### config.mk
export PLATFORM = sky130hd
export DESIGN_NAME = fmh_monitor
export DESIGN_NICKNAME = d
export VERILOG_FILES = /design/src/shared/fmh_pkg.sv /design/src/rtl/fmh_monitor.sv
export SDC_FILE = /design/constraint.sdc
export NUM_CORES = 1
export LEC_CHECK = 0
export BUFFER_PORTS_ARGS = -buffer_cell sky130_fd_sc_hd__buf_2
export CAP_MARGIN = 20
export CELL_PAD_IN_SITES_DETAIL_PLACEMENT = 0
export CELL_PAD_IN_SITES_GLOBAL_PLACEMENT = 1
export CORE_AREA = 2 2 227 341
export DETAILED_ROUTE_END_ITERATION = 12
export DIE_AREA = 0 0 229 343
export PLACE_DENSITY = 0.61
export SYNTH_ARGS = -nofsm -noshare
export SYNTH_HDL_FRONTEND = slang
export SYNTH_SLANG_ARGS = --single-unit
### constraint.sdc
create_clock -name clock -period 5 [get_ports clock]
set_input_delay 0.25 -clock clock [delete_from_list [all_inputs] [get_ports clock]]
set_output_delay 0.25 -clock clock [all_outputs]
set_load 0.05 [all_outputs]
### src/shared/fmh_pkg.sv
// Package of fault monitor and hour statistics constants
package fmh_pkg;

    // ****************************************
    // Register map, byte addresses
    // ****************************************
    localparam logic [7:0] ADDR_STATUS = 8'h00;
    localparam logic [7:0] ADDR_CTRL = 8'h04;
    localparam logic [7:0] ADDR_CB_LO = 8'h08;
    localparam logic [7:0] ADDR_CB_HI = 8'h0C;
    localparam logic [7:0] ADDR_TRAIL = 8'h10;
    localparam logic [7:0] ADDR_DIAG_REQ = 8'h14;
    localparam logic [7:0] ADDR_DIAG_SNAP = 8'h18;
    localparam logic [7:0] ADDR_TEMP = 8'h1C;
    localparam logic [7:0] ADDR_CLS01 = 8'h20;
    localparam logic [7:0] ADDR_CLS23 = 8'h24;
    localparam logic [7:0] ADDR_CLS45 = 8'h28;
    localparam logic [7:0] ADDR_HOURS = 8'h2C;
    localparam logic [7:0] ADDR_IRQ_STAT = 8'h30;
    localparam logic [7:0] ADDR_IRQ_CLR = 8'h34;
    localparam logic [7:0] ADDR_IRQ_EN = 8'h38;

    // ****************************************
    // Field positions
    // ****************************************
    localparam int FLT_CMD = 0;
    localparam int FLT_FB = 1;
    localparam int FLT_SHORT = 2;
    localparam int FLT_OPEN = 3;
    localparam int FLT_TRAIL = 4;
    localparam int NFLT = 5;
    localparam int CTRL_TRAIL_POS = 8;
    localparam int SNAP_CH_POS = 8;
    localparam int IRQ_SUPPLY = 0;
    localparam int IRQ_FAULT = 1;
    localparam int IRQ_SAVE = 2;
    localparam int NIRQ = 3;

    // ****************************************
    // Limits, class bounds and reset values
    // ****************************************
    localparam logic [15:0] SUPPLY_MIN_MV = 16'h1770;
    localparam logic [15:0] CNT_MAX = 16'hFFFF;
    localparam int NCLS = 6;
    localparam logic signed [15:0] TCLS_B1 = 16'sh0000;
    localparam logic signed [15:0] TCLS_B2 = 16'sh0014;
    localparam logic signed [15:0] TCLS_B3 = 16'sh0028;
    localparam logic signed [15:0] TCLS_B4 = 16'sh003C;
    localparam logic signed [15:0] TCLS_B5 = 16'sh0050;
    localparam logic [15:0] CB_LO_RST = 16'h0000;
    localparam logic [15:0] CB_HI_RST = 16'hFFFF;
    localparam logic [15:0] TRAIL_RST = 16'h0100;
    localparam logic signed [15:0] TMIN_RST = 16'sh7FFF;
    localparam logic signed [15:0] TMAX_RST = 16'sh8000;
    localparam logic [3:0] NVM_WORDS = 4'h9;
    localparam logic [3:0] NVA_TMIN = 4'h0;
    localparam logic [3:0] NVA_TMAX = 4'h1;
    localparam logic [3:0] NVA_HOURS = 4'h8;

    // ****************************************
    // Timing
    // ****************************************
    localparam longint unsigned CLK_HZ = 64'd20000000;
    localparam longint unsigned HOUR_S = 64'd3600;
    localparam longint unsigned HOUR_CYC = HOUR_S * CLK_HZ;
    localparam longint unsigned BLINK_MS = 64'd250;
    localparam longint unsigned BLINK_CYC = BLINK_MS * CLK_HZ / 64'd1000;

endpackage

### src/rtl/fmh_monitor.sv
// Fault monitor with hourly temperature and operating hour statistics
//
// Functional notes
// - Supply below 6 V gives supply error, ready otherwise.
// - Command cable break only when checking enabled and outside limits.
// - Feedback cable break only when checking enabled and outside limits.
// - Solenoid output short circuit flags a channel fault.
// - Solenoid output open circuit flags a channel fault.
// - Control deviation magnitude above trailing window flags fault.
// - Latched fault clears only when cause gone and channel re-enabled.
// - Each channel shows error while any of its faults is active.
// - Red LED flashes while any fault is active.
// - Temperature statistics written to non-volatile memory every hour.
// - Nothing is stored before the first full hour of power-on.
// - Lowest temperature ever seen is tracked continuously.
// - Highest temperature ever seen is tracked continuously.
// - Hourly temperature sample bumps one of six class counters.
// - All class counters freeze once any reaches 65535.
// - Operating hours counter increments hourly and is saved.
// - Operating hours counter holds at 65535.
// - Diagnostics request captures a one-time fault snapshot.
`timescale 1ns/1ps
module fmh_monitor
    import fmh_pkg::*;
#(
    parameter int NCH = 2,
    parameter int VW = 16,
    parameter longint unsigned HOUR_CYCLES = HOUR_CYC,
    parameter longint unsigned BLINK_CYCLES = BLINK_CYC
)
(
    input wire logic clock,
    input wire logic srst,
    input wire logic psel,
    input wire logic penable,
    input wire logic pwrite,
    input wire logic [7:0] paddr,
    input wire logic [31:0] pwdata,
    output logic [31:0] prdata,
    output logic pready,
    output logic pslverr,
    input wire logic [15:0] supply_mv,
    input wire logic signed [15:0] temp_c,
    input wire logic [NCH*VW-1:0] cmd_val,
    input wire logic [NCH*VW-1:0] fb_val,
    input wire logic [NCH*VW-1:0] ctrl_dev,
    input wire logic [NCH-1:0] short_det,
    input wire logic [NCH-1:0] open_det,
    input wire logic [NCH-1:0] chan_en,
    output logic [NCH-1:0] chan_err,
    output logic supply_err,
    output logic led_red,
    output logic nvm_we,
    output logic [3:0] nvm_addr,
    output logic [15:0] nvm_wdata,
    output logic irq
);

    // ****************************************
    // State
    // ****************************************
    typedef struct packed {
        logic [NCH-1:0] en_s1;
        logic [NCH-1:0] en_s2;
        logic [NCH-1:0] en_d;
        logic [NCH-1:0][NFLT-1:0] flt;
        logic supply_err;
        logic [NCH-1:0] chan_err;
        logic [NCH-1:0] cb_en;
        logic [NCH-1:0] trail_en;
        logic [VW-1:0] cb_lo;
        logic [VW-1:0] cb_hi;
        logic [VW-1:0] trail_win;
        logic [31:0] snap;
        logic signed [15:0] tmin;
        logic signed [15:0] tmax;
        logic [NCLS-1:0][15:0] cls;
        logic [15:0] hours;
        logic [39:0] hour_cnt;
        logic [3:0] save_cnt;
        logic [31:0] blink_cnt;
        logic led;
        logic [NIRQ-1:0] irq_stat;
        logic [NIRQ-1:0] irq_en;
        logic irq;
        logic [31:0] prdata;
        logic pready;
        logic pslverr;
        logic nvm_we;
        logic [3:0] nvm_addr;
        logic [15:0] nvm_wdata;
    } fmh_state_s;

    fmh_state_s r;
    fmh_state_s n;

    localparam logic [39:0] HOUR_LAST = 40'(HOUR_CYCLES - 64'd1);
    localparam logic [31:0] BLINK_LAST = 32'(BLINK_CYCLES - 64'd1);

    logic [NCH-1:0][NFLT-1:0] cause;
    logic [NCH-1:0][NFLT-1:0] flt_nxt;
    logic [NCH-1:0] en_rise;
    logic setup;
    logic access;
    logic wr;
    logic hour_tick;
    logic cls_sat;
    logic [2:0] cls_idx;
    logic [3:0] save_idx;
    logic [NIRQ-1:0] irq_ev;
    logic [NIRQ-1:0] irq_clr;
    logic any_fault;

    function automatic logic [2:0] cls_of(input logic signed [15:0] t);
        if (t < TCLS_B1)
            return 3'h0;
        if (t < TCLS_B2)
            return 3'h1;
        if (t < TCLS_B3)
            return 3'h2;
        if (t < TCLS_B4)
            return 3'h3;
        if (t < TCLS_B5)
            return 3'h4;
        return 3'h5;
    endfunction

    // ****************************************
    // Per-channel fault causes
    // ****************************************
    generate
        for (genvar ch = 0; ch < NCH; ch++)
        begin : g_ch
            logic [VW-1:0] cmd;
            logic [VW-1:0] fb;
            logic [VW-1:0] dev;
            logic [VW-1:0] mag;
            assign cmd = cmd_val[ch*VW +: VW];
            assign fb = fb_val[ch*VW +: VW];
            assign dev = ctrl_dev[ch*VW +: VW];
            assign mag = dev[VW-1] ? VW'(~dev + 1'b1) : dev;
            assign cause[ch][FLT_CMD] = r.cb_en[ch]
                & ((cmd < r.cb_lo) | (cmd > r.cb_hi));
            assign cause[ch][FLT_FB] = r.cb_en[ch]
                & ((fb < r.cb_lo) | (fb > r.cb_hi));
            assign cause[ch][FLT_SHORT] = short_det[ch];
            assign cause[ch][FLT_OPEN] = open_det[ch];
            assign cause[ch][FLT_TRAIL] = r.trail_en[ch]
                & (mag > r.trail_win);
            // A new cause always wins over the re-enable clear
            assign en_rise[ch] = r.en_s2[ch] & ~r.en_d[ch];
            assign flt_nxt[ch] = (r.flt[ch] & ~{NFLT{en_rise[ch]}})
                | cause[ch];
        end
    endgenerate

    assign setup = psel & ~penable;
    assign access = psel & penable & r.pready;
    assign wr = access & pwrite;
    assign hour_tick = (r.hour_cnt == HOUR_LAST);
    assign cls_idx = cls_of(temp_c);
    assign save_idx = NVM_WORDS - r.save_cnt;
    assign any_fault = r.supply_err | (|r.chan_err);
    assign irq_clr = (wr && paddr == ADDR_IRQ_CLR) ? pwdata[NIRQ-1:0]
        : '0;

    always_comb
    begin
        cls_sat = 1'b0;
        for (int i = 0; i < NCLS; i++)
        begin
            if (r.cls[i] == CNT_MAX)
                cls_sat = 1'b1;
        end
    end

    // ****************************************
    // Next state
    // ****************************************
    always_comb
    begin
        n = r;
        irq_ev = '0;

        // Channel enables are pins: two flops before any use
        n.en_s1 = chan_en;
        n.en_s2 = r.en_s1;
        n.en_d = r.en_s2;

        n.flt = flt_nxt;
        for (int ch = 0; ch < NCH; ch++)
        begin
            n.chan_err[ch] = |flt_nxt[ch];
        end
        n.supply_err = (supply_mv < SUPPLY_MIN_MV);
        irq_ev[IRQ_SUPPLY] = n.supply_err & ~r.supply_err;
        irq_ev[IRQ_FAULT] = |(flt_nxt & ~r.flt);

        // Blinking rather than steady so the fault reads at a glance
        if (any_fault)
        begin
            if (r.blink_cnt == BLINK_LAST)
            begin
                n.blink_cnt = '0;
                n.led = ~r.led;
            end
            else
            begin
                n.blink_cnt = r.blink_cnt + 32'h1;
            end
        end
        else
        begin
            n.blink_cnt = '0;
            n.led = 1'b0;
        end

        if (temp_c < r.tmin)
            n.tmin = temp_c;
        if (temp_c > r.tmax)
            n.tmax = temp_c;

        // Counter starts from zero at every power-on, so a short
        // session never reaches a tick and nothing is stored
        n.hour_cnt = hour_tick ? '0 : r.hour_cnt + 40'h1;
        if (hour_tick)
        begin
            if (!cls_sat)
                n.cls[cls_idx] = r.cls[cls_idx] + 16'h1;
            if (r.hours != CNT_MAX)
                n.hours = r.hours + 16'h1;
            n.save_cnt = NVM_WORDS;
        end

        n.nvm_we = 1'b0;
        n.nvm_addr = r.nvm_addr;
        n.nvm_wdata = r.nvm_wdata;
        if (r.save_cnt != 4'h0)
        begin
            n.nvm_we = 1'b1;
            n.nvm_addr = save_idx;
            unique case (save_idx)
                NVA_TMIN: n.nvm_wdata = r.tmin;
                NVA_TMAX: n.nvm_wdata = r.tmax;
                NVA_HOURS: n.nvm_wdata = r.hours;
                default: n.nvm_wdata = r.cls[save_idx - 4'h2];
            endcase
            if (!hour_tick)
                n.save_cnt = r.save_cnt - 4'h1;
            if (r.save_cnt == 4'h1)
                irq_ev[IRQ_SAVE] = 1'b1;
        end

        // ****************************************
        // APB slave: answer one cycle after setup
        // ****************************************
        n.pready = setup;
        n.pslverr = 1'b0;
        n.prdata = '0;
        if (setup)
        begin
            unique case (paddr)
                ADDR_STATUS:
                begin
                    n.prdata[0] = r.supply_err;
                    n.prdata[SNAP_CH_POS +: NCH] = r.chan_err;
                end
                ADDR_CTRL:
                begin
                    n.prdata[NCH-1:0] = r.cb_en;
                    n.prdata[CTRL_TRAIL_POS +: NCH] = r.trail_en;
                end
                ADDR_CB_LO: n.prdata[VW-1:0] = r.cb_lo;
                ADDR_CB_HI: n.prdata[VW-1:0] = r.cb_hi;
                ADDR_TRAIL: n.prdata[VW-1:0] = r.trail_win;
                ADDR_DIAG_REQ: n.prdata = '0;
                ADDR_DIAG_SNAP: n.prdata = r.snap;
                ADDR_TEMP: n.prdata = {r.tmax, r.tmin};
                ADDR_CLS01: n.prdata = {r.cls[1], r.cls[0]};
                ADDR_CLS23: n.prdata = {r.cls[3], r.cls[2]};
                ADDR_CLS45: n.prdata = {r.cls[5], r.cls[4]};
                ADDR_HOURS: n.prdata[15:0] = r.hours;
                ADDR_IRQ_STAT: n.prdata[NIRQ-1:0] = r.irq_stat;
                ADDR_IRQ_CLR: n.prdata = '0;
                ADDR_IRQ_EN: n.prdata[NIRQ-1:0] = r.irq_en;
                default: n.pslverr = 1'b1;
            endcase
        end

        if (wr)
        begin
            unique case (paddr)
                ADDR_CTRL:
                begin
                    n.cb_en = pwdata[NCH-1:0];
                    n.trail_en = pwdata[CTRL_TRAIL_POS +: NCH];
                end
                ADDR_CB_LO: n.cb_lo = pwdata[VW-1:0];
                ADDR_CB_HI: n.cb_hi = pwdata[VW-1:0];
                ADDR_TRAIL: n.trail_win = pwdata[VW-1:0];
                ADDR_DIAG_REQ:
                begin
                    // Snapshot only; it is not refreshed afterwards
                    n.snap = '0;
                    n.snap[0] = r.supply_err;
                    n.snap[SNAP_CH_POS +: NCH*NFLT] = r.flt;
                end
                ADDR_IRQ_EN: n.irq_en = pwdata[NIRQ-1:0];
                default:
                begin
                end
            endcase
        end

        // Set wins over a clear in the same cycle
        n.irq_stat = (r.irq_stat & ~irq_clr) | irq_ev;
        n.irq = |(r.irq_stat & r.irq_en);
    end

    // ****************************************
    // Registers
    // ****************************************
    always_ff @(posedge clock)
    begin
        if (srst)
        begin
            r <= '0;
            r.cb_hi <= VW'(CB_HI_RST);
            r.cb_lo <= VW'(CB_LO_RST);
            r.trail_win <= VW'(TRAIL_RST);
            r.tmin <= TMIN_RST;
            r.tmax <= TMAX_RST;
        end
        else
        begin
            r <= n;
        end
    end

    assign prdata = r.prdata;
    assign pready = r.pready;
    assign pslverr = r.pslverr;
    assign chan_err = r.chan_err;
    assign supply_err = r.supply_err;
    assign led_red = r.led;
    assign nvm_we = r.nvm_we;
    assign nvm_addr = r.nvm_addr;
    assign nvm_wdata = r.nvm_wdata;
    assign irq = r.irq;

endmodule

==> flow_metrics.tcl <==
set metrics [dict create \
    worstSkewPairLatency_ps 580 \
    dp_cells 3862 \
    cpMostUsedCell "buf_4" \
    yosysWarnings 0 \
    maxSlewViolCount 0 \
    io_pins 239 \
    root_buffer "clkbuf_16" \
    initial_core_util_pct 29.7 \
    crit_cells 19 \
    min_period_ps 4720 \
    dieArea_um2 78500 \
    syn_inst 2733 \
    status "finished clean" \
    gp_congestion 0.981 \
    final-setup-viol-count 0 \
    ys_types 83 \
    rsz0062_at_grt "no" \
    grt_max_degree 155 \
    cp_max_fo 9 \
    layout.cells.non_filler 3969 \
    crit_slowest_cell "dlygate4sd3_1" \
    clk_pin_slew_ps 60 \
    overflow 0 \
    routedLengthMet1_um 37000 \
    antenna_found_initial 3 \
    post-cts-setup-buffers 0 \
    synth.yosys.seq_area_share_pct 32.5 \
    grt_pass1_vias 22000 \
    p_per_area_nw_per_um2 317 \
    reg2regPathDepth 8 \
    setup_slack_ps 276 \
    tightestPinTransition_ps 998 \
    wirelength_um 98300 \
    cts_resized 0 \
    synth_nets 3110 \
    drcViolationCount 0 \
    die_h_um 343 \
    clkSinkCount 365 \
    synth_edf_count 0 \
    rows 124 \
    netlist_area_um2 22500 \
    critPathCaptureType "register" \
    ys_async_sr_fraction_pct 0 \
    setup_tns_ps 0 \
    max_freq_mhz 212 \
    critical-path-top-delay-family "simple AND/OR/NAND/NOR gates" \
    fin_hold_ws_ps 21.0 \
    cts_max_level 2 \
    grt_usage_pct 24.5 \
    critPathBufInv 6 \
    postSynthAreaPerCell_um2 8.24 \
    grt_first_pass_wirelength_um 144000 \
    port_buffers 218 \
    cp_cell_sequence "dlygate4sd3_1, buf_2, nor4_1, buf_4, and3_1, nand3_1, ha_1, nor4_1, and3_1, a21oi_1, buf_4, o221ai_1, a21boi_0, nor3_1, buf_4, nand4_1, xor2_1, buf_4, a211oi_1" \
    min_path_cells 3 \
    crit_type "in2reg" \
    max-cap-violations 0 \
    slowest_delay_ps 530 \
    utilization_pct 34.9 \
    die_w_um 229 \
    hpwl_um 77900 \
    clock_skew_ps 21.8 \
    wl_met2_um 49200 \
    vias 22000 \
    p_leak_nw 10.3 \
    hold_path_class "in2reg" \
    clockBufferDepth 3 \
    synth-main-ff-cell "dfxtp_1" \
    hold_viol 0 \
    vdd_drop_max_mv 0.184 \
    worst_setup_path_start_kind "primary input" \
    drt_iter0_drc 1611 \
    core_um2 75700 \
    drt_first_pass_iters 7 \
    synth_seq_cells 365 \
    cts_tree "built" \
    detail-route-antenna-nets 0 \
    relSlewSlack_pct 33.3 \
    rr_endpoint "nvm_wdata[12]" \
    numCtsBuffers 40 \
    layout-drive-gt1-share_pct 15.3 \
    arrival_ps 5140 \
    place_ws_ps 329 \
    endpoint "r[201]" \
    wire_per_inst_um 24.8 \
    min_period_over_period_pct 94.5 \
    startpoint "temp_c[10]" \
    critPathRequiredTime_ps 5420 \
    wl_met3_um 5410 \
    regToRegStartpoint "r[96]" \
    area_growth_pct 17.5 \
    reg2reg_slack_ps 1490 \
    ctsHoldBuffers 32 \
    nets 3306 \
    top_layer "met5" \
    vias_per_cell 5.54 \
]
[placed cells by master, fill, tap and decap left out, types with 24 or more instances in the layout]
master         Yosys  layout
o21ai_0           76      76
xor2_1            61      61
and3_1            26      26
nor3_1            58      52
nand4_1           82      82
a222oi_1          34      34
a211oi_1          54      54
clkbuf_16          0      41
nor2_1           288     285
o211ai_1          44      44
nand3_1           82      82
a21oi_1          187     185
buf_2              3     217
nor4_1            34      32
buf_4             54      86
nand2b_1          30      30
nand2_1          329     329
xnor2_1           51      51
dfxtp_1          365     364
dlygate4sd3_1      0      32
ha_1             198     198
a22oi_1           26      26
a21o_1            36      36
mux2i_1           65      65
a31oi_1           24      24
inv_1            109     109
[synth_stat cells (all sizes together), types with 10 or more instances]
master	number	area, um^2
dfxtp	365	7310
mux4	16	360
nor3	58	290
a221oi	21	220
or3	21	131
o21ai	77	385
and3	27	170
buf	63	450
xor2	61	534
a21o	36	270
nand3	83	420
a21oi	187	936
or4	11	90.1
nor4	35	225
nand2b	30	188
o211ai	44	330
o31ai	10	75.1
a222oi	34	340
a22oi	26	195
o21a	18	135
a31oi	24	150
mux2i	65	651
mux2	20	225
a211oi	55	418
a2111oi	23	203
ha	198	2480
nand2	329	1230
clkbuf	123	462
nor2	291	1100
xnor2	51	447
o2bb2ai	10	87.6
nor2b	24	150
and4	11	96.3
inv	109	409
nand4	83	534
[state kept, by name, summed over array words and instances (netlist names)]
register and count:
pslverr 1, prdata 32, supply_err 1, nvm_wdata 16, n 4, nvm_addr 4, pready 1, led_red 1
chan_err 2, r 301, irq 1, nvm_we 1
[final cells by class]
cell class	instances	area (um^2)
Multi-Input combinational cell	2072	14000
Clock buffer	60	1190
Antenna cell	2	5.00
Fill cell	8001	49300
Timing Repair Buffer	340	2150
Clock inverter	12	178
Tap cell	1008	1260
Sequential cell	365	7310
Inverter	110	414
[cells by family after synthesis]
kind of cell    count (synthesis)  synth area share, %
compound gates                630                 19.2
xor+xnor                      112                 4.36
fa+ha+maj                     198                 11.0
buf+inv                       296                 5.89
flops                         365                 32.5
mux                           101                 5.49
simple gates                 1031                 21.6
[worst min-delay path, delay by kind of cell]
family          cells  cell delay, ps
compound gates      1              50
buf+inv             1             170
simple gates        1              80
[layer usage]
metal	up-vias	global-route usage [%]
met4	2	15.1
met1	10600	26.9
li1	10300	-
met5	-	0
met3	236	3.65
met2	811	44.2
[power breakdown]
| group | switching, W | internal (W) |
|---|---|---|
| registers | 0.000178 | 0.00303 |
| clock network | 0.00129 | 0.00185 |
| logic | 0.00131 | 0.000714 |
| total | 0.00278 | 0.00560 |
[worst min-delay path by stage]
stage	startpoint	to	slack [ps]
detailed placement	n[383]	n[381]	430
finish	pwdata[1]	r[348]	20
CTS	pwdata[1]	r[348]	2
global placement	n[382]	n[380]	430
floorplan	supply_mv[12]	supply_err	350
global route	pwdata[1]	r[348]	20
[through the flow]
| step | total power (W) | instance area, um^2 |
|---|---|---|
| 6_report | 0.00838 | 26500 |
| 3_3_place_gp | 0.00523 | 24700 |
| 4_1_cts | 0.00844 | 26400 |
| 3_5_place_dp | 0.00525 | 24700 |
| 5_1_grt | 0.00873 | 26500 |
| 2_1_floorplan | 0.00448 | 22500 |
No activity file was read; power rests on OpenSTA's default activity.
